<file path="src/rsp_pkg.sv">
/*
  Package for the resize start-phase control block: register offsets, field
  layouts, reset values and the packed structs passed between files.
  Assumes a 32-bit AXI4-Lite register bus and a 125 MHz single clock.
*/
package rsp_pkg;

  // ----------------------------------------------------------------
  // Field widths
  // ----------------------------------------------------------------
  localparam int RSP_FRAC_W = 12;
  localparam int RSP_HINT_W = 10;
  localparam int RSP_VINT_W = 9;
  localparam int RSP_DINT_W = 2;
  localparam int RSP_SIZE_W = 12;
  localparam int RSP_ADDR_W = 6;

  // ----------------------------------------------------------------
  // Register byte offsets
  // ----------------------------------------------------------------
  localparam logic [RSP_ADDR_W-1:0] RSP_OFF_SETUP = 6'h00;
  localparam logic [RSP_ADDR_W-1:0] RSP_OFF_METHOD = 6'h04;
  localparam logic [RSP_ADDR_W-1:0] RSP_OFF_HPHASE = 6'h08;
  localparam logic [RSP_ADDR_W-1:0] RSP_OFF_VPHASE = 6'h0c;
  localparam logic [RSP_ADDR_W-1:0] RSP_OFF_HSTEP = 6'h10;
  localparam logic [RSP_ADDR_W-1:0] RSP_OFF_VSTEP = 6'h14;
  localparam logic [RSP_ADDR_W-1:0] RSP_OFF_AREA = 6'h18;
  localparam logic [RSP_ADDR_W-1:0] RSP_OFF_STATUS = 6'h1c;

  // ----------------------------------------------------------------
  // Field positions
  // ----------------------------------------------------------------
  localparam int RSP_SETUP_EN = 0;
  localparam int RSP_SETUP_REDGE = 1;
  localparam int RSP_SETUP_BEDGE = 2;
  localparam int RSP_SETUP_PART = 3;
  localparam int RSP_SETUP_GRAD = 4;
  localparam int RSP_INT_LSB = 16;
  localparam int RSP_AREA_H_LSB = 16;

  // ----------------------------------------------------------------
  // Reset values and constants
  // ----------------------------------------------------------------
  localparam logic [RSP_DINT_W-1:0] RSP_UNITY_INT = 2'h1;
  localparam logic [RSP_FRAC_W-1:0] RSP_UNITY_FRAC = 12'h000;
  localparam logic [RSP_FRAC_W-1:0] RSP_HALF_PHASE = 12'h800;
  localparam logic [1:0] RSP_RESP_OKAY = 2'h0;
  localparam logic [1:0] RSP_RESP_SLVERR = 2'h2;

  typedef struct packed {
    logic [RSP_HINT_W-1:0] ipart;
    logic [RSP_FRAC_W-1:0] fpart;
  } rsp_hphase_t;

  typedef struct packed {
    logic [RSP_VINT_W-1:0] ipart;
    logic [RSP_FRAC_W-1:0] fpart;
  } rsp_vphase_t;

  typedef struct packed {
    logic [RSP_DINT_W-1:0] ipart;
    logic [RSP_FRAC_W-1:0] fpart;
  } rsp_step_t;

  // Per-axis interpolation point handed to the filter datapath
  typedef struct packed {
    logic [RSP_HINT_W-1:0] src_index;
    logic [RSP_FRAC_W-1:0] weight_far;
    logic [RSP_FRAC_W:0] weight_near;
    logic nearest;
    logic nearest_alpha;
  } rsp_point_t;

endpackage : rsp_pkg

</file>
<file path="src/rsp_buf2.sv">
/*
  Two-entry skid buffer carrying interpolation points to the filter datapath.
  Assumes both sides are on the same clock; ready may be combinational.
*/
`timescale 1ns/10ps
`default_nettype none
module rsp_buf2 #(
  parameter int WIDTH = 8
) (
  input wire logic clock, // System clock
  input wire logic rst, // Synchronous reset, active high
  input wire logic in_valid, // Source offers a word
  output logic in_ready, // Buffer can take a word
  input wire logic [WIDTH-1:0] in_data, // Word from source
  output logic out_valid, // Word available
  input wire logic out_ready, // Sink takes the word
  output logic [WIDTH-1:0] out_data // Oldest word
);

  logic [WIDTH-1:0] slot0;
  logic [WIDTH-1:0] slot1;
  logic [1:0] count;
  logic [WIDTH-1:0] next_slot0;
  logic [WIDTH-1:0] next_slot1;
  logic [1:0] next_count;
  logic push;
  logic pop;

  assign in_ready = (count != 2'd2);
  assign out_valid = (count != 2'd0);
  assign out_data = slot0;
  assign push = in_valid && in_ready;
  assign pop = out_valid && out_ready;

  always_comb begin
    next_slot0 = slot0;
    next_slot1 = slot1;
    next_count = count;
    if (pop) begin
      next_slot0 = slot1;
    end
    if (push) begin
      if (count == 2'd0 || (count == 2'd1 && pop)) begin
        next_slot0 = in_data;
      end else if (pop) begin
        next_slot1 = in_data;
      end else begin
        next_slot1 = in_data;
      end
    end
    if (push && !pop) begin
      next_count = count + 2'd1;
    end else if (pop && !push) begin
      next_count = count - 2'd1;
    end
  end

  always_ff @(posedge clock) begin
    if (rst) begin
      slot0 <= '0;
      slot1 <= '0;
      count <= 2'd0;
    end else begin
      slot0 <= next_slot0;
      slot1 <= next_slot1;
      count <= next_count;
    end
  end
endmodule : rsp_buf2
`default_nettype wire

</file>
<file path="src/rsp_ctrl.sv">
/*
  Resize start-phase control: holds start phases, steps, edge flags, method
  selectors and partial-area size behind an AXI4-Lite slave, and walks a
  phase accumulator that emits one interpolation point per output pixel.
  Assumes software keeps its own programming constraints; one clock domain.
*/
// How it works
// - Horizontal phase: 10-bit integer, 12-bit fraction.
// - Vertical phase: 9-bit integer, 12-bit fraction.
// - Start phase sets the two-pixel mixing weights.
// - Fraction spans one pixel; 800 hex halves.
// - First point at start phase, offset carried.
// - No partial resize while gradation is selected.
// - Vertical step: 2-bit integer, 12-bit fraction.
// - Resize off acts as unity step, fields kept.
// - Four selectors: bilinear zero, nearest one.
`timescale 1ns/10ps
`default_nettype none
module rsp_ctrl
  import rsp_pkg::*;
#(
  parameter int CNT_W = 12
) (
  input wire logic clock, // 125 MHz system clock
  input wire logic rst, // Synchronous reset, active high
  input wire logic [RSP_ADDR_W-1:0] s_axi_awaddr, // Write address
  input wire logic s_axi_awvalid, // Write address valid
  output logic s_axi_awready, // Write address ready
  input wire logic [31:0] s_axi_wdata, // Write data
  input wire logic [3:0] s_axi_wstrb, // Write byte strobes
  input wire logic s_axi_wvalid, // Write data valid
  output logic s_axi_wready, // Write data ready
  output logic [1:0] s_axi_bresp, // Write response
  output logic s_axi_bvalid, // Write response valid
  input wire logic s_axi_bready, // Write response ready
  input wire logic [RSP_ADDR_W-1:0] s_axi_araddr, // Read address
  input wire logic s_axi_arvalid, // Read address valid
  output logic s_axi_arready, // Read address ready
  output logic [31:0] s_axi_rdata, // Read data
  output logic [1:0] s_axi_rresp, // Read response
  output logic s_axi_rvalid, // Read data valid
  input wire logic s_axi_rready, // Read data ready
  input wire logic line_start, // Pulse: begin a run of points
  input wire logic [CNT_W-1:0] point_count, // Points in the run
  input wire logic vert_axis, // Run uses vertical phase and step
  output logic run_busy, // Run in progress
  output logic point_valid, // Interpolation point available
  input wire logic point_ready, // Datapath takes the point
  output rsp_point_t point // Interpolation point
);

  initial begin
    if (CNT_W < 1 || CNT_W > 16) begin
      $error("rsp_ctrl: CNT_W out of range");
    end
  end

  // ----------------------------------------------------------------
  // Register file
  // ----------------------------------------------------------------
  logic [4:0] setup, next_setup;
  logic [3:0] method, next_method;
  rsp_hphase_t hphase, next_hphase;
  rsp_vphase_t vphase, next_vphase;
  rsp_step_t hstep, next_hstep;
  rsp_step_t vstep, next_vstep;
  logic [RSP_SIZE_W-1:0] src_set_width, next_src_set_width;
  logic [RSP_SIZE_W-1:0] src_set_height, next_src_set_height;
  logic aw_held, next_aw_held, w_held, next_w_held;
  logic [RSP_ADDR_W-1:0] aw_addr, next_aw_addr;
  logic [31:0] w_data, next_w_data;
  logic [3:0] w_strb, next_w_strb;
  logic bvalid, next_bvalid, rvalid, next_rvalid;
  logic [1:0] bresp, next_bresp, rresp, next_rresp;
  logic [31:0] rdata, next_rdata;
  logic [31:0] wr_word;
  logic wr_fire;
  logic partial_refused;

  assign s_axi_awready = !aw_held && !bvalid;
  assign s_axi_wready = !w_held && !bvalid;
  assign s_axi_arready = !rvalid;
  assign s_axi_bvalid = bvalid;
  assign s_axi_bresp = bresp;
  assign s_axi_rvalid = rvalid;
  assign s_axi_rresp = rresp;
  assign s_axi_rdata = rdata;
  assign wr_fire = aw_held && w_held && !bvalid;

  assign partial_refused = setup[RSP_SETUP_PART] && setup[RSP_SETUP_GRAD];

  function automatic logic [31:0] merge(input logic [31:0] old, input logic [31:0] nw, input logic [3:0] be);
    logic [31:0] r;
    r = old;
    for (int i = 0; i < 4; i++) begin
      if (be[i]) begin
        r[i*8 +: 8] = nw[i*8 +: 8];
      end
    end
    return r;
  endfunction : merge

  always_comb begin
    next_setup = setup;
    next_method = method;
    next_hphase = hphase;
    next_vphase = vphase;
    next_hstep = hstep;
    next_vstep = vstep;
    next_src_set_width = src_set_width;
    next_src_set_height = src_set_height;
    next_aw_held = aw_held || (s_axi_awvalid && s_axi_awready);
    next_w_held = w_held || (s_axi_wvalid && s_axi_wready);
    next_aw_addr = (s_axi_awvalid && s_axi_awready) ? s_axi_awaddr : aw_addr;
    next_w_data = (s_axi_wvalid && s_axi_wready) ? s_axi_wdata : w_data;
    next_w_strb = (s_axi_wvalid && s_axi_wready) ? s_axi_wstrb : w_strb;
    next_bvalid = bvalid && !s_axi_bready;
    next_bresp = bresp;
    next_rvalid = rvalid && !s_axi_rready;
    next_rresp = rresp;
    next_rdata = rdata;
    wr_word = '0;
    if (wr_fire) begin
      next_aw_held = 1'b0;
      next_w_held = 1'b0;
      next_bvalid = 1'b1;
      next_bresp = RSP_RESP_OKAY;
      case (aw_addr)
        RSP_OFF_SETUP: begin
          wr_word = merge({27'h0, setup}, w_data, w_strb);
          next_setup = wr_word[4:0];
        end
        RSP_OFF_METHOD: begin
          wr_word = merge({28'h0, method}, w_data, w_strb);
          next_method = wr_word[3:0];
        end
        RSP_OFF_HPHASE: begin
          wr_word = merge({6'h0, hphase.ipart, 4'h0, hphase.fpart}, w_data, w_strb);
          next_hphase = {wr_word[RSP_INT_LSB +: RSP_HINT_W], wr_word[RSP_FRAC_W-1:0]};
        end
        RSP_OFF_VPHASE: begin
          wr_word = merge({7'h0, vphase.ipart, 4'h0, vphase.fpart}, w_data, w_strb);
          next_vphase = {wr_word[RSP_INT_LSB +: RSP_VINT_W], wr_word[RSP_FRAC_W-1:0]};
        end
        RSP_OFF_HSTEP: begin
          wr_word = merge({14'h0, hstep.ipart, 4'h0, hstep.fpart}, w_data, w_strb);
          next_hstep = {wr_word[RSP_INT_LSB +: RSP_DINT_W], wr_word[RSP_FRAC_W-1:0]};
        end
        RSP_OFF_VSTEP: begin
          wr_word = merge({14'h0, vstep.ipart, 4'h0, vstep.fpart}, w_data, w_strb);
          next_vstep = {wr_word[RSP_INT_LSB +: RSP_DINT_W], wr_word[RSP_FRAC_W-1:0]};
        end
        RSP_OFF_AREA: begin
          wr_word = merge({4'h0, src_set_height, 4'h0, src_set_width}, w_data, w_strb);
          next_src_set_width = wr_word[RSP_SIZE_W-1:0];
          next_src_set_height = wr_word[RSP_AREA_H_LSB +: RSP_SIZE_W];
        end
        RSP_OFF_STATUS: begin
          next_bresp = RSP_RESP_OKAY;
        end
        default: begin
          next_bresp = RSP_RESP_SLVERR;
        end
      endcase
    end
    if (s_axi_arvalid && s_axi_arready) begin
      next_rvalid = 1'b1;
      next_rresp = RSP_RESP_OKAY;
      case (s_axi_araddr)
        RSP_OFF_SETUP: next_rdata = {27'h0, setup};
        RSP_OFF_METHOD: next_rdata = {28'h0, method};
        RSP_OFF_HPHASE: next_rdata = {6'h0, hphase.ipart, 4'h0, hphase.fpart};
        RSP_OFF_VPHASE: next_rdata = {7'h0, vphase.ipart, 4'h0, vphase.fpart};
        RSP_OFF_HSTEP: next_rdata = {14'h0, hstep.ipart, 4'h0, hstep.fpart};
        RSP_OFF_VSTEP: next_rdata = {14'h0, vstep.ipart, 4'h0, vstep.fpart};
        RSP_OFF_AREA: next_rdata = {4'h0, src_set_height, 4'h0, src_set_width};
        RSP_OFF_STATUS: next_rdata = {30'h0, partial_refused, run_busy};
        default: begin
          next_rdata = '0;
          next_rresp = RSP_RESP_SLVERR;
        end
      endcase
    end
  end

  always_ff @(posedge clock) begin
    if (rst) begin
      setup <= '0;
      method <= '0;
      hphase <= '0;
      vphase <= '0;
      hstep <= {RSP_UNITY_INT, RSP_UNITY_FRAC};
      vstep <= {RSP_UNITY_INT, RSP_UNITY_FRAC};
      src_set_width <= '0;
      src_set_height <= '0;
      aw_held <= 1'b0;
      w_held <= 1'b0;
      aw_addr <= '0;
      w_data <= '0;
      w_strb <= '0;
      bvalid <= 1'b0;
      bresp <= RSP_RESP_OKAY;
      rvalid <= 1'b0;
      rresp <= RSP_RESP_OKAY;
      rdata <= '0;
    end else begin
      setup <= next_setup;
      method <= next_method;
      hphase <= next_hphase;
      vphase <= next_vphase;
      hstep <= next_hstep;
      vstep <= next_vstep;
      src_set_width <= next_src_set_width;
      src_set_height <= next_src_set_height;
      aw_held <= next_aw_held;
      w_held <= next_w_held;
      aw_addr <= next_aw_addr;
      w_data <= next_w_data;
      w_strb <= next_w_strb;
      bvalid <= next_bvalid;
      bresp <= next_bresp;
      rvalid <= next_rvalid;
      rresp <= next_rresp;
      rdata <= next_rdata;
    end
  end

  // ----------------------------------------------------------------
  // Phase accumulator
  // ----------------------------------------------------------------
  localparam int ACC_W = RSP_HINT_W + RSP_FRAC_W;
  logic [ACC_W-1:0] acc, next_acc;
  logic [CNT_W-1:0] left, next_left;
  logic busy, next_busy;
  logic [ACC_W-1:0] start_phase, step_eff;
  rsp_point_t cand;
  logic cand_ready;

  assign run_busy = busy;

  always_comb begin
    // resize off acts as unity step
    if (!setup[RSP_SETUP_EN]) begin
      step_eff = ACC_W'({RSP_UNITY_INT, RSP_UNITY_FRAC});
    end else if (vert_axis) begin
      step_eff = ACC_W'(vstep);
    end else begin
      step_eff = ACC_W'(hstep);
    end
    start_phase = vert_axis ? ACC_W'(vphase) : ACC_W'(hphase);
    cand.src_index = acc[ACC_W-1 -: RSP_HINT_W];
    cand.weight_far = acc[RSP_FRAC_W-1:0];
    cand.weight_near = (RSP_FRAC_W+1)'(1 << RSP_FRAC_W) - {1'b0, acc[RSP_FRAC_W-1:0]};
    cand.nearest = vert_axis ? method[2] : method[0];
    cand.nearest_alpha = vert_axis ? method[3] : method[1];
    next_acc = acc;
    next_left = left;
    next_busy = busy;
    // load start phase then add step
    if (!busy && line_start && point_count != '0 && !partial_refused) begin
      // first point at the start phase
      next_acc = start_phase;
      next_left = point_count;
      next_busy = 1'b1;
    end else if (busy && cand_ready) begin
      next_acc = acc + step_eff;
      next_left = left - CNT_W'(1);
      next_busy = (left != CNT_W'(1));
    end
  end

  always_ff @(posedge clock) begin
    if (rst) begin
      acc <= '0;
      left <= '0;
      busy <= 1'b0;
    end else begin
      acc <= next_acc;
      left <= next_left;
      busy <= next_busy;
    end
  end

  rsp_buf2 #(.WIDTH($bits(rsp_point_t))) u_buf (
    .clock(clock),
    .rst(rst),
    .in_valid(busy),
    .in_ready(cand_ready),
    .in_data(cand),
    .out_valid(point_valid),
    .out_ready(point_ready),
    .out_data(point)
  );
endmodule : rsp_ctrl
`default_nettype wire

</file>
<file path="config.mk">
export PLATFORM = sky130hd
export DESIGN_NAME = rsp_ctrl
export DESIGN_NICKNAME = d
export VERILOG_FILES = /design/src/rsp_pkg.sv /design/src/rsp_buf2.sv /design/src/rsp_ctrl.sv
export SDC_FILE = /design/constraint.sdc
export NUM_CORES = 1
export LEC_CHECK = 0
export ABC_AREA = 0
export BUFFER_PORTS_ARGS = -buffer_cell sky130_fd_sc_hd__buf_2
export CORE_MARGIN = 1
export CORE_UTILIZATION = 40
export DETAILED_ROUTE_END_ITERATION = 16
export GPL_TIMING_DRIVEN = 1
export PLACE_DENSITY = 0.56
export RECOVER_POWER = 100
export SLEW_MARGIN = 5
export SYNTH_ARGS = -nofsm -noshare
export SYNTH_HDL_FRONTEND = slang
export SYNTH_SLANG_ARGS = --single-unit
</file>
<file path="constraint.sdc">
create_clock -name clock -period 10.2 [get_ports clock]
set_clock_uncertainty 0.05 [all_clocks]
set_input_delay 1.02 -clock clock [delete_from_list [all_inputs] [get_ports clock]]
set_output_delay 1.02 -clock clock [all_outputs]
set_load 0.05 [all_outputs]
</file>
==> reports/metrics.yaml, run 1 <==
status: "complete, but fails checks"
violations: "max-capacitance violations, max-slew violations"
grt_overflow: 0
grt_start_max_net_pins: 147
cts_sinks: 278
synth_area_leader_cell: "dfxtp_1"
ctsResizeCount: 0
tritoncts: "done"
cp_data_arrival_time_ns: 6.09
min_period_ns: 5.69
drv_cap: 6
num-fill-cells: 3099
die_area_sq_um: 32400
antenna-diode-count: 0
ys_ff_latch: 278
rows: 64
layout-area-overhead-vs-synth_pct: 12.9
ys_top_cells_by_area: "dfxtp_1, mux2i_1, nor2_1"
fp.dieH_microns: 180
cts-root-buf: "clkbuf_16"
synth_top_area_frac: 0.439
peakVddDrop_mv: 0.125
reg2reg_setup_slack_ns: 5.38
dpl.hpwl_microns: 22900
cts_setup_buffers: 0
critPathRequiredTime_ns: 10.59
cp_max_fo: 39
p_leak_nw: 5.93
core_area_sq_um: 30900
cts_buffers: 31
routabilityCongestion: 0.840
grt_pass1_wl_microns: 54700
ys.flop_type: "dfxtp_1"
syn_inst: 1464
drtAntennaViolNets: 0
synth_edf_count: 0
powerDensity_nw_per_um2: 206
final-hold-violation-count: 0
fin_crit_sh: 0.558
fmax_mhz: 176
drive_gt1_frac: 0.0875
whs_ns: 0.402
relSlewSlack: -1.38
rsz0062_at_grt: "false"
first_global_vias: 9907
timing.hold.worst.class: "reg -> reg"
ys_seq_area_frac: 0.439
cts.clk_slew.worst_paths_ns: 0.06
start_util: 0.410
async_flop_share: 0
num_io_pins: 150
portBuffers: 131
ys_types: 67
ys_warn_count: 0
mostFrequentLayoutCells: "dfxtp_1, nor2_1, nand2_1"
clk-insertion-delay-late_ns: 0.56
fin_nets: 1624
drt_first_iter_violations: 839
wl_microns: 34500
grt_usage: 0.207
multiInputGateArea_sq_um: 6560
clockBufferDepth: 3
slew_violations: 309
worst_setup_path_start_kind: "input port"
layout_commonest_cell: "dfxtp_1"
post-route-drc-count: 0
final-setup-viol-count: 0
path_class: "in -> reg"
num_vias: 10500
drt-pass1-iter-count: 5
viasPerCell: 5.41
die_w_microns: 180
tns_ns: 0
wire_per_inst_microns: 17.7
seq_area_sq_um: 5570
antenna_found_initial: 0
avgSynthCellArea_sq_um: 8.66
endpoint_kind: "flip-flop"
worstMarginPinSlew_ns: 3.57
htree_levels: 1
synth_area_sq_um: 12700
cts_hold_repair.buffers: 0
worst paths after layout:
kind	start	endpoint	depth (start not counted)
max	vert_axis	acc[14]$_SDFFE_PP0P_	13
min	u_buf.slot1[16]$_SDFFE_PP0P_	u_buf.slot1[16]$_SDFFE_PP0P_	2
min reg2reg	u_buf.slot1[16]$_SDFFE_PP0P_	u_buf.slot1[16]$_SDFFE_PP0P_	2
max reg2reg	u_buf.count[0]$_SDFFE_PP0P_	u_buf.out_data[18]$_SDFF_PP0_	9
state kept, by name (all words and copies together) (netlist names), 2 cells and up:
name            cells
aw_addr             6
w_data             24
u_buf.slot1        36
src_set_height     12
setup               5
method              4
src_set_width      12
w_strb              4
u_buf.out_data     37
acc                22
vstep              14
hstep              14
s_axi_rdata        24
hphase             22
vphase             21
u_buf.count         2
left               12
where the power goes:
group	switching, mW	leakage (nW)	internal [mW]
Combinational	0.442	3.18	0.176
Sequential	0.0686	2.26	1.17
Clock	0.447	0.492	0.655
cells by family after synthesis:
family,synth area share
multiplexers,0.136
AO/OA/AOI/OAI,0.164
flip-flops,0.439
XOR/XNOR,0.0159
AND/OR/NAND/NOR,0.177
other,0.000296
buffers and inverters,0.0452
adder cells (fa/ha/maj),0.0223
per-layer routing:
layer	vias up	global-route usage	routed length [microns]
met5	-	0	0
met4	0	0.0554	812
met3	48	0.0273	1670
met2	252	0.335	15500
met1	4948	0.290	16500
li1	5300	-	-
synthesized netlist by cell type (all sizes together), types with 17 or more instances:
master,count
a221oi,21
a21oi,139
a222oi,17
buf,28
nor2,209
nor3,20
nand2,199
nand3,31
dfxtp,278
mux2i,167
ha,21
o21ai,18
clkbuf,88
a211oi,58
layout make-up:
class | instances | share of cell area
inverter | 14 | 0.00367
sequential | 278 | 0.389
clock inverter | 14 | 0.0108
tap | 396 | 0.0346
timing repair buffer | 142 | 0.0444
clock buffer | 42 | 0.0592
multi-input combinational | 1065 | 0.459
critical path, stage by stage:
cell	delay, ns
buf_2	0.08
clkbuf_1	2.01
mux2i_1	0.34
nor2b_1	0.09
ha_1	0.21
fa_1	0.44
a211oi_1	0.35
or4_1	0.17
o21ai_0	0.07
a211o_2	0.33
a31oi_1	0.54
a21oi_1	0.15
o211a_1	0.27
through the flow:
step,util,area (sq um),power [mW],setup WS (ns),std cells
2_1_floorplan,-,12700,1.74,6.19,1473
3_3_place_gp,0.435,13500,1.88,5.76,1895
3_5_place_dp,0.435,13500,1.89,5.73,1895
4_1_cts,0.468,14500,2.99,6.32,1951
5_1_grt,0.463,14300,3.10,3.88,1951
6_report,0.463,14300,2.95,4.51,1951
Power figures use the tool's default switching activity.
==> run 2: changes to the inputs <==
Settings changed: ABC_AREA 0 to 1, PLACE_DENSITY 0.56 to 0.58.
Clock period 10.2 ns to 4.8 ns, I/O delays scaled along.
==> run 2 against run 1 <==
  * Critical path depth decreased by 2
  * Worst hold slack got worse by 0.34 ns
  * Largest power group unchanged
  * The flow still finishes with violations (max-capacitance violations, max-slew violations)
  * Non-clock buffer count unchanged
  * Cell count increased by 25%
  * Final area increased by 3.8%
  * Largest cell class unchanged
  * Combinational power increased by 140%
  * Critical path type is now reg -> reg
==> reports/metrics.yaml, run 2 <==
peakVddDrop_mv: 0.290
rsz0062_at_grt: "false"
path_class: "reg -> reg"
ff2ff_path_depth: 11
post-route-drc-count: 0
tns_ns: 0
timing.hold.worst.class: "in -> reg"
ys_ff_latch: 278
core_area_sq_um: 32000
whs_ns: 0.0634
dpl.hpwl_microns: 27600
critPathRequiredTime_ns: 5.19
tritoncts: "done"
fin_nets: 2069
ys_seq_area_frac: 0.424
antenna-diode-count: 0
num_io_pins: 150
viasPerCell: 5.11
pwr-share-comb: 0.228
clk-insertion-delay-late_ns: 0.57
routabilityCongestion: 0.953
cts-root-buf: "clkbuf_16"
grt_overflow: 0
synth_most_common_cell: "nand2_1"
fin_crit_sh: 0.756
drt-pass1-iter-count: 8
min_period_ns: 3.63
final-setup-viol-count: 0
clockBufferDepth: 3
synth_top_area_frac: 0.424
drv_cap: 2
relSlewSlack: -0.644
drt_first_iter_violations: 898
cts_hold_repair.buffers: 0
synth_area_leader_cell: "dfxtp_1"
fin_cells: 2436
async_flop_share: 0
pwr-share-seq: 0.420
wl_microns: 39200
cp_max_fo: 25
endpoint_kind: "flip-flop"
internal_power_mw: 4.22
grt_usage: 0.234
fmax_mhz: 275
layout_commonest_cell: "nand2_1"
wire_per_inst_microns: 16.1
ys_types: 47
slew_violations: 177
violations: "max-capacitance violations, max-slew violations"
synth_top_cells_by_count: "nand2_1, nor2_1, dfxtp_1, o21ai_0, inv_1"
mostFrequentLayoutCells: "nand2_1, nor2_1, dfxtp_1"
first_global_vias: 11300
cp-endpoint: "left[7]$_SDFFE_PP0P_"
avgSynthCellArea_sq_um: 6.93
ys_warn_count: 0
switching_share: 0.348
fp.dieH_microns: 183
reg2reg_setup_slack_ns: 1.17
r2r_end: "left[7]$_SDFFE_PP0P_"
largest_reg_flops: 37
cp_data_arrival_time_ns: 4.02
place_ws_ns: 1.33
antenna_found_initial: 2
synth_area_sq_um: 13100
p_leak_nw: 6.08
final-hold-violation-count: 0
grt_start_max_net_pins: 148
die_w_microns: 183
ys.flop_type: "dfxtp_1"
die_area_sq_um: 33600
synth_edf_count: 0
num_vias: 12500
drtAntennaViolNets: 0
drive_gt1_frac: 0.0665
critPathLaunch: "u_buf.count[0]$_SDFFE_PP0P_"
powerDensity_nw_per_um2: 436
worstMarginPinSlew_ns: 2.47
cts_sinks: 278
ys_top_cells_by_area: "dfxtp_1, nand2_1, o21ai_0"
grt_pass1_wl_microns: 62200
ctsResizeCount: 0
cts.clk_slew.worst_paths_ns: 0.06
portBuffers: 131
cts_buffers: 31
syn_inst: 1895
htree_levels: 1
rr_startpoint: "u_buf.count[0]$_SDFFE_PP0P_"
cts_setup_buffers: 0
dp.cells: 2379
setup_ws_ns: 1.17
start_util: 0.411
power_frac_clock: 0.353
worst_setup_path_start_kind: "flip-flop"
rows: 65
p_sw_mw: 2.25
status: "complete, but fails checks"
layout-area-overhead-vs-synth_pct: 13.1
-- run 2: metal layers --
metal  global-route usage  up-vias  routed length (microns)
met5                    0        -                       11
met4               0.0827        2                     1370
met3               0.0270       71                     2230
met2                0.366      345                    16900
met1                0.332     5652                    18800
li1                     -     6389                        -
-- run 2: kinds of logic after synthesis --
family	share of synthesized area
adder cells (fa/ha/maj)	0.0215
flip-flops	0.424
other	0.000285
XOR/XNOR	0.0133
AO/OA/AOI/OAI	0.213
multiplexers	0.00229
buffers and inverters	0.0898
AND/OR/NAND/NOR	0.236
-- run 2: cell type report --
type / instances / area [sq um]
Sequential cell: 278 / 5570
Tap cell: 435 / 544
Fill cell: 3335 / 17100
Clock inverter: 11 / 92.6
Inverter: 193 / 727
Clock buffer: 46 / 882
Timing Repair Buffer: 142 / 638
Multi-Input combinational cell: 1331 / 6400
-- run 2: how the worst min path moves through the flow --
stage	startpoint	to	cells after the start
after floorplan	hphase[9]$_SDFFE_PP0P_	hphase[9]$_SDFFE_PP0P_	2
after global placement	s_axi_rdata[11]$_SDFFE_PP0P_	s_axi_rdata[11]$_SDFFE_PP0P_	2
after detailed placement	s_axi_rdata[8]$_SDFFE_PP0P_	s_axi_rdata[8]$_SDFFE_PP0P_	2
after CTS	s_axi_bready	s_axi_bvalid$_SDFF_PP0_	2
after global routing	s_axi_bready	s_axi_bvalid$_SDFF_PP0_	2
final	s_axi_bready	s_axi_bvalid$_SDFF_PP0_	2
-- run 2: per-stage QoR --
stage | power, mW | utilization | area [sq um]
after CTS | 6.56 | 0.469 | 15000
after detailed placement | 4.27 | 0.439 | 14000
final | 6.48 | 0.465 | 14900
after global placement | 4.25 | 0.439 | 14000
after global routing | 6.81 | 0.465 | 14900
after floorplan | 3.86 | - | 13200
-- run 2: power groups by stage --
stage	logic [mW]	registers [mW]	clock network (mW)
after floorplan	0.848	3.01	0
after global placement	1.49	2.76	0
after detailed placement	1.51	2.76	0
after CTS	1.52	2.71	2.33
after global routing	1.64	2.74	2.43
final	1.48	2.72	2.28
-- run 2: critical path, stage by stage (launching register included) --
cell	delay (ns)
dfxtp_1	0.33
inv_1	0.08
ha_1	0.21
nor2_2	0.09
clkbuf_1	0.96
inv_1	0.19
nand2_1	0.57
inv_1	0.58
nand2_1	0.16
nand2_1	0.05
o21ai_0	0.13
inv_1	0.07
==> run 3: changes to the inputs <==
Settings changed: ABC_AREA 1 to 0, PLACE_DENSITY 0.58 to 0.56.
Clock period 4.8 ns to 3.8 ns, I/O delays scaled along.
==> run 3 against run 2 <==
  * The flow still finishes with violations (max-capacitance violations, max-slew violations)
  * Sequential power rose by 21%
  * Count of clock-buffer cells in the layout is 1 lower
  * Non-clock buffer count is 27 higher
  * Combinational power grew 14%
  * Cell count down 19%
  * Global-route usage is 2.5 points lower
  * Total power is 25% higher
  * Critical endpoint is now acc[20]$_SDFFE_PP0P_
==> reports/metrics.yaml, run 3 (synthesized netlist as in run 1, its figures left out) <==
status: "complete, but fails checks"
violations: "max-capacitance violations, max-slew violations"
met1_length_microns: 16300
p_leak_nw: 6.12
layout_commonest_cell: "dfxtp_1"
die_w_microns: 180
grt_usage: 0.210
post-route-drc-count: 0
route.met2.wl_microns: 15600
timing.hold.worst.class: "in -> reg"
relSlewSlack: -0.928
slowest_delay_ns: 0.47
mostFrequentLayoutCells: "dfxtp_1, nor2_1, nand2_1"
worstMarginPinSlew_ns: 2.89
min_to: "w_data[8]$_SDFFE_PP0P_"
drt_first_iter_violations: 948
reg2reg_setup_slack_ns: 0.67
endpoint_kind: "flip-flop"
num-fill-cells: 3072
crit_buf_inv: 0
whs_ns: 0.0192
antenna-diode-count: 0
cts-root-buf: "clkbuf_16"
fp.dieH_microns: 180
layout-area-overhead-vs-synth_pct: 15.2
core_area_sq_um: 30900
grt_overflow: 0
cts_sinks: 278
drv_cap: 2
path_common_cell: "o21ai_0"
final-setup-viol-count: 0
viasPerCell: 5.43
slew_violations: 167
routabilityCongestion: 0.840
path_class: "reg -> reg"
powerDensity_nw_per_um2: 553
grt_pass1_wl_microns: 55600
fin_crit_sh: 0.825
portBuffers: 131
fin_nets: 1651
cp_cell_sequence: "nor2b_1, ha_1, fa_1, a211oi_1, or4_1, o21ai_0, a211o_2, a31oi_4, o21ai_0, a311oi_1"
met3_length_microns: 1730
peakVddDrop_mv: 0.430
wire_per_inst_microns: 17.4
worst_setup_path_start_kind: "flip-flop"
crit_family: "compound AO/OA/AOI/OAI gates"
rr_startpoint: "setup[0]$_SDFFE_PP0P_"
seq_area_sq_um: 5570
start_util: 0.410
multiInputGateArea_sq_um: 6580
wl_microns: 34500
num_io_pins: 150
antenna_found_initial: 0
holdCritStartpoint: "s_axi_wdata[8]"
clockBufferDepth: 3
top_layer_used: "met4"
drt-pass1-iter-count: 6
ff2ff_path_depth: 10
largest_reg_flops: 37
cp_data_arrival_time_ns: 3.50
rows: 64
cts_buffers: 31
tritoncts: "done"
holdPathStages: 3
rsz0062_at_grt: "false"
tns_ns: 0
grt_start_max_net_pins: 133
cts.clk_slew.worst_paths_ns: 0.06
final-hold-violation-count: 0
drtAntennaViolNets: 0
fmax_mhz: 319
die_area_sq_um: 32400
critPathRequiredTime_ns: 4.16
min_period_ns: 3.13
num_vias: 10700
clk-insertion-delay-late_ns: 0.55
drive_gt1_frac: 0.106
slowest_stage: "dfxtp_1"
htree_levels: 1
r2r_end: "acc[20]$_SDFFE_PP0P_"
cp_max_fo: 16
dpl.hpwl_microns: 23600
power_mw: 8.08
first_global_vias: 10100
==> run 3: metal layers <==
metal  GRT usage  up-vias
met2       0.335      260
met4      0.0639        0
met1       0.290     5088
li1            -     5351
met5           0        -
met3      0.0333       50
==> run 3: how the worst max path moves through the flow <==
stage | start | to | slack [ns] | cells after the start
2_1_floorplan | vert_axis | acc[20]$_SDFFE_PP0P_ | 0.43 | 14
3_3_place_gp | vert_axis | acc[20]$_SDFFE_PP0P_ | 0.49 | 12
3_5_place_dp | vert_axis | acc[20]$_SDFFE_PP0P_ | 0.44 | 12
4_1_cts | setup[0]$_SDFFE_PP0P_ | acc[20]$_SDFFE_PP0P_ | 0.70 | 10
5_1_grt | u_buf.count[0]$_SDFFE_PP0P_ | u_buf.out_data[34]$_SDFF_PP0_ | 0.35 | 10
6_report | setup[0]$_SDFFE_PP0P_ | acc[20]$_SDFFE_PP0P_ | 0.67 | 10
==> run 3: repair_timing <==
| action | 4_1_cts | 5_1_grt |
|---|---|---|
| gates resized for setup | 0 | 0 |
| hold buffers | 1 | 0 |
| buffers inserted | 0 | 0 |
| setup endpoints to repair | 0 | 0 |
| endpoints found under the hold margin | 1 | 0 |
==> run 3: cell type report <==
| cell class | instances | share of cell area |
|---|---|---|
| clock inverters | 11 | 0.0106 |
| inverters | 14 | 0.00360 |
| flip-flops and latches | 278 | 0.381 |
| well taps | 396 | 0.0339 |
| multi-input cells | 1065 | 0.450 |
| clock buffers | 45 | 0.0615 |
| repair buffers | 169 | 0.0589 |
==> run 3: worst reg2reg max path: stages, from the launching register on <==
cell and delay [ns]:
dfxtp_1 0.47, nor2b_1 0.23, ha_1 0.20, fa_1 0.43, a211oi_1 0.37, or4_1 0.17, o21ai_0 0.07, a211o_2 0.35
a31oi_4 0.30, o21ai_0 0.12, a311oi_1 0.25
==> run 3: stage by stage <==
step | util | worst slack (ns) | instance area (sq um) | instances
3_5_place_dp | 0.442 | 0.438 | 13700 | 1921
3_3_place_gp | 0.442 | 0.488 | 13700 | 1921
5_1_grt | 0.473 | 0.349 | 14600 | 1978
6_report | 0.473 | 0.665 | 14600 | 1978
4_1_cts | 0.476 | 0.695 | 14700 | 1978
2_1_floorplan | - | 0.434 | 12700 | 1473
==> run 3: power breakdown <==
part / switching, mW / internal (mW)
combinational: 1.20 / 0.482
clock: 1.19 / 1.90
sequential: 0.174 / 3.13
total: 2.57 / 5.51
